File: src/hdl/modbus_pkg.sv
// shared constants for the modbus register access slave
package modbus_pkg;
    // ------------------------------------------------------------
    // function codes and exception codes
    // ------------------------------------------------------------
    localparam logic [7:0] FN_RD_HOLD  = 8'h03;
    localparam logic [7:0] FN_RD_IN    = 8'h04;
    localparam logic [7:0] FN_WR_ONE   = 8'h06;
    localparam logic [7:0] FN_WR_MANY  = 8'h10;
    localparam logic [7:0] FN_EXC_STAT = 8'h07;
    localparam logic [7:0] FN_DIAG     = 8'h08;
    localparam logic [7:0] FN_EV_CNT   = 8'h0b;
    localparam logic [7:0] FN_EV_LOG   = 8'h0c;
    localparam logic [7:0] FN_SLAVE_ID = 8'h11;
    localparam logic [7:0] EXC_NONE    = 8'h00;
    localparam logic [7:0] EXC_FUNC    = 8'h01;
    localparam logic [7:0] EXC_ADDR    = 8'h02;
    localparam logic [7:0] EXC_VALUE   = 8'h03;
    // ------------------------------------------------------------
    // block layout and reset bases
    // ------------------------------------------------------------
    localparam int          ADDR_W       = 16;
    localparam int          DATA_W       = 16;
    localparam int          MV_OFF_W     = 6;
    localparam int          CTL_REGS     = 25;
    localparam logic [15:0] MV_BASE_RST  = 16'h03e8;
    localparam logic [15:0] CTL_BASE_RST = 16'h07d0;
    localparam logic [15:0] MV_LEN       = 16'h0030;
    localparam logic [15:0] CTL_LEN      = 16'h0019;
    localparam logic [15:0] SA_FIRST_OFF = 16'h0010;
    localparam logic [15:0] SA_RST_OFF   = 16'h0012;
    localparam logic [15:0] SA_LAST_OFF  = 16'h0017;
    localparam logic [15:0] CTL_MV_BASE  = 16'h0000;
    localparam logic [15:0] CTL_CTL_BASE = 16'h0001;
    localparam logic [15:0] CTL_PASSWORD = 16'h0002;
    localparam logic [15:0] CTL_CID_FIRST = 16'h0003;
    localparam logic [15:0] CTL_CID_LAST = 16'h000a;
    localparam logic [15:0] RD_QTY_MAX   = 16'h007d;
    localparam logic [15:0] WR_QTY_MAX   = 16'h007b;
    localparam logic [16:0] ADDR_SPACE   = 17'h10000;
    // ------------------------------------------------------------
    // types
    // ------------------------------------------------------------
    typedef enum logic [1:0] {
        ST_IDLE  = 2'b00,
        ST_CHECK = 2'b01,
        ST_XFER  = 2'b11,
        ST_DONE  = 2'b10
    } state_t;
    typedef enum logic [1:0] {
        BLK_NONE = 2'b00,
        BLK_MV   = 2'b01,
        BLK_CTL  = 2'b10
    } blk_t;
endpackage

File: src/hdl/modbus_register_access_slave.sv
// modbus function handler for the metered-values and device-control blocks
//
// Overview of operation
// - codes 0x03 and 0x04 read the same register space identically
// - codes 0x06 and 0x10 write registers, subject to per-register limits
// - metered-values block sits at 1000..1047 after reset
// - device-control block sits at 2000..2024 after reset
// - block bases are control registers; decoding follows them
// - the password register reads as zero; other restricted registers read back their value
// - reads outside both blocks get an exception
// - 0x06 refused on every register of the metered block
// - customer id elements writable by 0x06 once password gives privilege
// - a one-register 0x10 write acts exactly like 0x06
// - in metered block only summed counter sets accept 0x10
// - some writes need the correct password first
// - counter writing may be disabled; fewer than four counters possible
// - 0x07 and 0x08 partly supported, serial line only
// - 0x0b, 0x0c and 0x11 partly supported, serial line only
// - summed counter one never accepts a new value
`timescale 1ns/1ps
`default_nettype none
module modbus_register_access_slave #(
    parameter int          SA_COUNT    = 4,
    parameter bit          SA_WRITE_EN = 1'b1,
    parameter logic [15:0] PASSWORD    = 16'h5a5a  // arbitrary value
) (
    input  wire logic                              sys_clk,
    input  wire logic                              rst_b,
    input  wire logic                              serial_line,
    input  wire logic                              req_valid,
    input  wire logic [7:0]                        req_func,
    input  wire logic [modbus_pkg::ADDR_W-1:0]     req_addr,
    input  wire logic [modbus_pkg::ADDR_W-1:0]     req_qty,
    output logic                                   req_ready,
    input  wire logic                              wd_valid,
    input  wire logic [modbus_pkg::DATA_W-1:0]     wd_data,
    output logic                                   wd_ready,
    output logic [modbus_pkg::MV_OFF_W-1:0]        mv_rd_off,
    input  wire logic [modbus_pkg::DATA_W-1:0]     mv_rd_data,
    output logic                                   mv_wr_en,
    output logic [modbus_pkg::MV_OFF_W-1:0]        mv_wr_off,
    output logic [modbus_pkg::DATA_W-1:0]          mv_wr_data,
    output logic                                   rsp_word_valid,
    output logic [modbus_pkg::DATA_W-1:0]          rsp_word,
    output logic                                   rsp_done,
    output logic [7:0]                             rsp_exc_code,
    output logic                                   rsp_diag,
    output logic                                   priv_ok
);
    import modbus_pkg::*;

    // ------------------------------------------------------------
    // state
    // ------------------------------------------------------------
    state_t             state_ff;
    logic [7:0]         func_ff;
    logic [15:0]        start_ff;
    logic [15:0]        qty_ff;
    logic [15:0]        idx_ff;
    logic [15:0]        cnt_ff;
    logic               phase_ff;
    logic [7:0]         exc_ff;
    logic               diag_ff;
    logic               priv_ff;
    logic [15:0]        ctl_ff [CTL_REGS];
    logic               req_ready_ff;
    logic               wd_ready_ff;
    logic [5:0]         mv_rd_off_ff;
    logic               mv_wr_en_ff;
    logic [5:0]         mv_wr_off_ff;
    logic [15:0]        mv_wr_data_ff;
    logic               rsp_word_valid_ff;
    logic [15:0]        rsp_word_ff;
    logic               rsp_done_ff;
    logic [7:0]         rsp_exc_code_ff;
    logic               rsp_diag_ff;

    // ------------------------------------------------------------
    // decode helpers
    // ------------------------------------------------------------
    // which block an address falls in, given programmed bases
    function automatic blk_t blk_of(input logic [15:0] a,
                                    input logic [15:0] mb,
                                    input logic [15:0] cb);
        blk_t k;
        k = BLK_NONE;
        if (a >= mb && (a - mb) < MV_LEN) begin
            k = BLK_MV;
        end else if (a >= cb && (a - cb) < CTL_LEN) begin
            k = BLK_CTL;
        end
        return k;
    endfunction

    // may this register be written by this request
    function automatic logic wr_ok(input blk_t k, input logic [15:0] o,
                                   input logic [7:0] f, input logic p);
        logic [15:0] n;
        logic ok;
        n = ((o - SA_FIRST_OFF) >> 1) + 16'h0001;
        ok = 1'b0;
        if (k == BLK_MV) begin
            ok = (f == FN_WR_MANY) && SA_WRITE_EN
                 && o >= SA_RST_OFF && o <= SA_LAST_OFF
                 && n <= 16'(SA_COUNT);
        end else if (k == BLK_CTL) begin
            if (o == CTL_MV_BASE || o == CTL_CTL_BASE) begin
                ok = p;
            end else if (o >= CTL_CID_FIRST && o <= CTL_CID_LAST) begin
                ok = p;
            end else begin
                ok = 1'b1;
            end
        end
        return ok;
    endfunction

    logic        take;
    logic        is_rd;
    logic        is_w1;
    logic        is_wm;
    logic        is_diag;
    logic        is_wr;
    logic [15:0] qty_eff;
    logic [16:0] end_addr;
    blk_t        cur_blk;
    logic [15:0] cur_off;
    logic        last;
    logic        pair_bad;
    logic        wd_take;

    // request classification and current-address decode
    always_comb begin
        take     = req_valid && req_ready_ff;
        is_rd    = req_func == FN_RD_HOLD || req_func == FN_RD_IN;
        is_w1    = req_func == FN_WR_ONE;
        is_wm    = req_func == FN_WR_MANY;
        is_diag  = req_func == FN_EXC_STAT || req_func == FN_DIAG
                || req_func == FN_EV_CNT || req_func == FN_EV_LOG
                || req_func == FN_SLAVE_ID;
        qty_eff  = is_w1 ? 16'h0001 : req_qty;
        end_addr = {1'b0, req_addr} + {1'b0, qty_eff};
        is_wr    = func_ff == FN_WR_ONE || func_ff == FN_WR_MANY;
        cur_blk  = blk_of(idx_ff, ctl_ff[0], ctl_ff[1]);
        if (cur_blk == BLK_MV) begin
            cur_off = idx_ff - ctl_ff[0];
        end else begin
            cur_off = idx_ff - ctl_ff[1];
        end
        last     = cnt_ff == qty_ff - 16'h0001;
        // summed counters are two-register sets, written whole
        pair_bad = cur_blk == BLK_MV
                && ((cnt_ff == 16'h0000 && cur_off[0])
                 || (last && !cur_off[0]));
        wd_take  = wd_valid && wd_ready_ff;
    end

    // ------------------------------------------------------------
    // sequencer: idle, check whole range, transfer, done
    // ------------------------------------------------------------
    always_ff @(posedge sys_clk) begin
        if (!rst_b) begin
            state_ff <= ST_IDLE;
            func_ff  <= 8'h00;
            start_ff <= 16'h0000;
            qty_ff   <= 16'h0000;
            idx_ff   <= 16'h0000;
            cnt_ff   <= 16'h0000;
            phase_ff <= 1'b0;
            exc_ff   <= EXC_NONE;
            diag_ff  <= 1'b0;
        end else begin
            case (state_ff)
                ST_IDLE: begin
                    if (take) begin
                        func_ff  <= req_func;
                        start_ff <= req_addr;
                        qty_ff   <= qty_eff;
                        idx_ff   <= req_addr;
                        cnt_ff   <= 16'h0000;
                        phase_ff <= 1'b0;
                        exc_ff   <= EXC_NONE;
                        diag_ff  <= 1'b0;
                        state_ff <= ST_DONE;
                        if (!(is_rd || is_w1 || is_wm
                              || (is_diag && serial_line))) begin
                            exc_ff <= EXC_FUNC;
                        end else if (is_diag) begin
                            diag_ff <= 1'b1;
                        end else if (qty_eff == 16'h0000
                                     || (is_rd && qty_eff > RD_QTY_MAX)
                                     || (is_wm && qty_eff > WR_QTY_MAX)) begin
                            exc_ff <= EXC_VALUE;
                        end else if (end_addr > ADDR_SPACE) begin
                            exc_ff <= EXC_ADDR;
                        end else begin
                            state_ff <= ST_CHECK;
                        end
                    end
                end
                ST_CHECK: begin
                    // every address is vetted before anything moves
                    if (cur_blk == BLK_NONE) begin
                        exc_ff   <= EXC_ADDR;
                        state_ff <= ST_DONE;
                    end else if (is_wr && (pair_bad
                                 || !wr_ok(cur_blk, cur_off, func_ff, priv_ff))) begin
                        exc_ff   <= EXC_ADDR;
                        state_ff <= ST_DONE;
                    end else if (last) begin
                        idx_ff   <= start_ff;
                        cnt_ff   <= 16'h0000;
                        state_ff <= ST_XFER;
                    end else begin
                        idx_ff <= idx_ff + 16'h0001;
                        cnt_ff <= cnt_ff + 16'h0001;
                    end
                end
                ST_XFER: begin
                    if (is_wr ? wd_take : phase_ff) begin
                        idx_ff <= idx_ff + 16'h0001;
                        cnt_ff <= cnt_ff + 16'h0001;
                        if (last) begin
                            state_ff <= ST_DONE;
                        end
                    end
                    phase_ff <= !is_wr && !phase_ff;
                end
                default: begin
                    state_ff <= ST_IDLE;
                end
            endcase
        end
    end

    // ------------------------------------------------------------
    // device-control registers and privilege
    // ------------------------------------------------------------
    logic ctl_wr;
    assign ctl_wr = state_ff == ST_XFER && is_wr && wd_take && cur_blk == BLK_CTL;

    // control register storage; bases reset to their default places
    always_ff @(posedge sys_clk) begin
        if (!rst_b) begin
            for (int i = 0; i < CTL_REGS; i++) begin
                ctl_ff[i] <= 16'h0000;
            end
            ctl_ff[0] <= MV_BASE_RST;
            ctl_ff[1] <= CTL_BASE_RST;
        end else if (ctl_wr) begin
            ctl_ff[cur_off[4:0]] <= wd_data;
        end
    end

    // password entry grants or withdraws privilege
    always_ff @(posedge sys_clk) begin
        if (!rst_b) begin
            priv_ff <= 1'b0;
        end else if (ctl_wr && cur_off == CTL_PASSWORD) begin
            priv_ff <= wd_data == PASSWORD;
        end
    end

    // ------------------------------------------------------------
    // registered outputs
    // ------------------------------------------------------------
    always_ff @(posedge sys_clk) begin
        if (!rst_b) begin
            req_ready_ff      <= 1'b0;
            wd_ready_ff       <= 1'b0;
            mv_rd_off_ff      <= 6'h00;
            mv_wr_en_ff       <= 1'b0;
            mv_wr_off_ff      <= 6'h00;
            mv_wr_data_ff     <= 16'h0000;
            rsp_word_valid_ff <= 1'b0;
            rsp_word_ff       <= 16'h0000;
            rsp_done_ff       <= 1'b0;
            rsp_exc_code_ff   <= EXC_NONE;
            rsp_diag_ff       <= 1'b0;
        end else begin
            req_ready_ff <= state_ff == ST_DONE
                         || (state_ff == ST_IDLE && !take);
            // data words are accepted only once the range is vetted
            if (state_ff == ST_CHECK) begin
                wd_ready_ff <= is_wr && last && cur_blk != BLK_NONE
                            && !pair_bad
                            && wr_ok(cur_blk, cur_off, func_ff, priv_ff);
            end else if (wd_take && last) begin
                wd_ready_ff <= 1'b0;
            end
            // summed counter writes go to the metering engine
            mv_wr_en_ff <= state_ff == ST_XFER && is_wr && wd_take
                        && cur_blk == BLK_MV;
            if (wd_take) begin
                mv_wr_off_ff  <= cur_off[5:0];
                mv_wr_data_ff <= wd_data;
            end
            // reads: address the engine, then return the word
            if (state_ff == ST_XFER && !is_wr && !phase_ff) begin
                mv_rd_off_ff <= cur_off[5:0];
            end
            rsp_word_valid_ff <= state_ff == ST_XFER && !is_wr && phase_ff;
            if (state_ff == ST_XFER && !is_wr && phase_ff) begin
                if (cur_blk == BLK_MV) begin
                    rsp_word_ff <= mv_rd_data;
                end else if (cur_off == CTL_PASSWORD) begin
                    rsp_word_ff <= 16'h0000;
                end else begin
                    rsp_word_ff <= ctl_ff[cur_off[4:0]];
                end
            end
            rsp_done_ff <= state_ff == ST_DONE;
            if (state_ff == ST_DONE) begin
                rsp_exc_code_ff <= exc_ff;
                rsp_diag_ff     <= diag_ff;
            end
        end
    end

    assign req_ready      = req_ready_ff;
    assign wd_ready       = wd_ready_ff;
    assign mv_rd_off      = mv_rd_off_ff;
    assign mv_wr_en       = mv_wr_en_ff;
    assign mv_wr_off      = mv_wr_off_ff;
    assign mv_wr_data     = mv_wr_data_ff;
    assign rsp_word_valid = rsp_word_valid_ff;
    assign rsp_word       = rsp_word_ff;
    assign rsp_done       = rsp_done_ff;
    assign rsp_exc_code   = rsp_exc_code_ff;
    assign rsp_diag       = rsp_diag_ff;
    assign priv_ok        = priv_ff;
endmodule
`default_nettype wire

File: config.mk
export PLATFORM = sky130hd
export DESIGN_NAME = modbus_register_access_slave
export DESIGN_NICKNAME = d
export VERILOG_FILES = /design/src/hdl/modbus_pkg.sv /design/src/hdl/modbus_register_access_slave.sv
export SDC_FILE = /design/constraint.sdc
export NUM_CORES = 1
export LEC_CHECK = 0
export BUFFER_PORTS_ARGS = -buffer_cell sky130_fd_sc_hd__buf_2
export CORE_ASPECT_RATIO = 1.2
export CORE_MARGIN = 3
export CORE_UTILIZATION = 47
export CTS_CLUSTER_DIAMETER = 60
export DETAILED_ROUTE_END_ITERATION = 7
export PLACE_DENSITY = 0.63
export SLEW_MARGIN = 20
export SYNTH_ARGS = -nofsm -noshare
export SYNTH_HDL_FRONTEND = slang
export SYNTH_SLANG_ARGS = --single-unit
File: constraint.sdc
create_clock -name sys_clk -period 6.87 [get_ports sys_clk]
set_clock_uncertainty 0.1 [all_clocks]
set_input_delay 1.374 -clock sys_clk [delete_from_list [all_inputs] [get_ports sys_clk]]
set_output_delay 1.374 -clock sys_clk [all_outputs]
set_load 0.05 [all_outputs]
==> results.toml <==
[worst_setup_path]
r2r-start = "idx_ff[0]$_SDFFE_PN0P_"
cp_data_arrival_time_ps = 6740
crit_fanout = 12
reg2regPathDepth = 14
worst_setup_path_start_kind = "flop"
r2r_end = "ctl_ff[19][2]$_SDFFCE_PN0P_"
end_kind = "flop"
required_ps = 7060
rrSetupSlack_ps = 320
path_class = "flop to flop"

[outcome]
status = "completed"

[power]
peakVddDrop_mv = 0.216
leakage_uw = 0.0147
powerDensity_mw_per_mm2 = 352

[sta]
tns_ps = 0
hold_viol = 0
maxClockFrequency_ghz = 0.153
setup_viol = 0
finalCriticalPeriod_ps = 6550
slew_violations = 0
period_share = 0.953
setup_slack_ps = 322
fin_hold_ws_ps = 352
worstMarginPinSlew_ps = 1200
relSlewSlack = 0.178
rsz0062_at_grt = "false"

[floorplan]
dieArea_sq_mm = 0.0734
core.rowCount = 105
coreArea_sq_mm = 0.0690
initial_core_util = 0.478
die_x_microns = 248
ios = 136
fp.dieH_microns = 296

[routing]
wl_met3_microns = 7250
final_antenna_net_count = 0
top_layer_used = "met4"
met1_length_microns = 42800
wl_per_cell_microns = 24.7
remaining_drc_errors = 0
drtIter0Drc = 2585
vias = 26600
route.met2.wl_microns = 53400
via_per_inst = 5.93
wirelength_microns = 111000
firstDrtPassIters = 5

[min_path]
min_path_cells = 2
min_from = "mv_wr_off[5]$_SDFFE_PN0P_"
min_to = "mv_wr_off[5]$_SDFFE_PN0P_"
hp-class = "flop to flop"

[finish]
fin_area_sq_mm = 0.0378
nNetsFinal = 3652
final_common_cell = "nand2_1"
fin_util = 0.548
area_growth_syn_to_layout_pct = 14.6
final_cell_mix = "nand2_1 (579), edfxtp_1 (512), and2_1 (408)"
layout-drive-gt1-share = 0.117

[logic_synthesis]
synth.avg_cell_area_sq_um = 10.1
yosysUniqueCellTypes = 86
synth-seq-cells = 643
ys_async_sr_fraction = 0
synth_area_sq_mm = 0.0330
yosysWarnings = 0
syn_inst = 3279
synthFlopType = "edfxtp_1"
ys_seq_area_frac = 0.546
synth_edf_count = 512

[cts]
post_cts.repair.setup_buffers = 0
tritoncts = "done"
root_buffer = "clkbuf_16"
clk_latency_ps = 630
cts-buffers-inserted = 69
clkTransAtPathRegs_ps = 60
cts_buffer_depth = 3
cts_num_sinks = 643
htreeDepth = 3

[global_route]
grt_pass1_vias = 25300
grt_usage = 0.297
grt_pass1_wl_microns = 161000
grt-ovfl-total = 0
grt_max_degree = 82
antenna_found_initial = 1

[place]
dp_slack_ps = 150
io_buffers = 129
postPlaceCellArea_sq_mm = 0.0354
routabilityCongestion = 0.972
hpwl_microns = 77000

[run]
drv_cap = 0
cell families after synthesis:
kind of cell	count (synthesis)	synth area share
AOI/OAI and AO/OA	580	0.116
xor gates and xnor gates	51	0.0136
adders and majority gates	62	0.0242
buffers and inverters	293	0.0358
DFF	643	0.546
muxes	88	0.0270
other	1	0.000114
and+or+nand+nor	1561	0.237
metal layers:
metal	vias to the layer above	track usage
met5	-	0
met2	1161	0.500
met4	0	0.177
met1	13000	0.365
li1	12100	-
met3	301	0.0421
state kept, by name (all words and copies together), names as in the netlist, 8 cells and up:
name        count
qty_ff         16
idx_ff         16
mv_wr_data     16
ctl_ff        512
start_ff       16
cnt_ff         16
rsp_word       16
func_ff         8
critical path: stages (launching register included):
cell and delay, ps:
dfxtp_1 360, inv_1 130, ha_1 190, inv_1 60, fa_1 490, a211oi_1 280, o21ai_0 200, a21o_1 220
a2111oi_0 600, o21ai_0 350, nor3_1 400, nor3b_1 860, nand3b_1 910, o21ai_1 700, buf_4 350
layout make-up:
| class | count | area (sq um) |
|---|---|---|
| antenna | 1 | 2.50 |
| clock buffer | 99 | 1980 |
| clock inverter | 29 | 394 |
| fill | 6120 | 31200 |
| inverter | 78 | 294 |
| multi-input combinational | 2460 | 14300 |
| sequential | 643 | 18000 |
| tap | 909 | 1140 |
| timing repair buffer | 261 | 1690 |
how the worst max path moves through the flow:
| stage | start | endpoint | slack [ps] |
|---|---|---|---|
| 6_report | idx_ff[0]$_SDFFE_PN0P_ | ctl_ff[19][2]$_SDFFCE_PN0P_ | 320 |
| 4_1_cts | idx_ff[0]$_SDFFE_PN0P_ | idx_ff[1]$_SDFFE_PN0P_ | 120 |
| 3_5_place_dp | idx_ff[0]$_SDFFE_PN0P_ | idx_ff[8]$_SDFFE_PN0P_ | 150 |
| 5_1_grt | idx_ff[0]$_SDFFE_PN0P_ | idx_ff[8]$_SDFFE_PN0P_ | 60 |
| 2_1_floorplan | idx_ff[0]$_SDFFE_PN0P_ | cnt_ff[13]$_SDFFE_PN0P_ | 800 |
| 3_3_place_gp | idx_ff[0]$_SDFFE_PN0P_ | idx_ff[1]$_SDFFE_PN0P_ | 450 |
where the power goes:
part,internal [uW],switching (uW)
combinational,1440,3420
sequential,4400,136
clock,2300,1610
total,8140,5160
stage by stage:
stage,power [uW],instances
2_1_floorplan,7470,3396
3_3_place_gp,9320,4351
3_5_place_dp,9350,4351
4_1_cts,13300,4479
5_1_grt,13800,4479
6_report,13300,4480
cells in the mapped netlist, drive strengths merged (11+ instances only):
| library cell | number | area, sq um |
|---|---|---|
| a21oi | 197 | 990 |
| o31ai | 16 | 134 |
| xnor2 | 30 | 263 |
| o211ai | 18 | 135 |
| inv | 78 | 293 |
| clkbuf | 162 | 608 |
| or3 | 31 | 194 |
| a211oi | 13 | 97.6 |
| o21a | 15 | 113 |
| nand3 | 151 | 756 |
| nand2b | 21 | 131 |
| nand4 | 37 | 231 |
| o2111ai | 13 | 114 |
| or4 | 11 | 82.6 |
| a311oi | 16 | 140 |
| a22oi | 13 | 97.6 |
| xor2 | 21 | 184 |
| and3 | 35 | 219 |
| mux2i | 80 | 801 |
| nor3 | 49 | 257 |
| a21o | 18 | 135 |
| nand2 | 581 | 2180 |
| nor4 | 18 | 113 |
| buf | 53 | 278 |
| nor2b | 22 | 145 |
| dfxtp | 131 | 2620 |
| o21ai | 95 | 479 |
| or2 | 11 | 68.8 |
| and2 | 410 | 2560 |
| a31oi | 34 | 213 |
| a32oi | 36 | 315 |
| edfxtp | 512 | 15400 |
| nor2 | 148 | 563 |
| ha | 59 | 738 |
timing repair:
item,in CTS,in global routing
resized for setup,0,2
hold buffers,0,0
endpoints found under the hold margin,0,0
endpoints found under the setup margin,0,18
(Power assumes the default switching activity.)
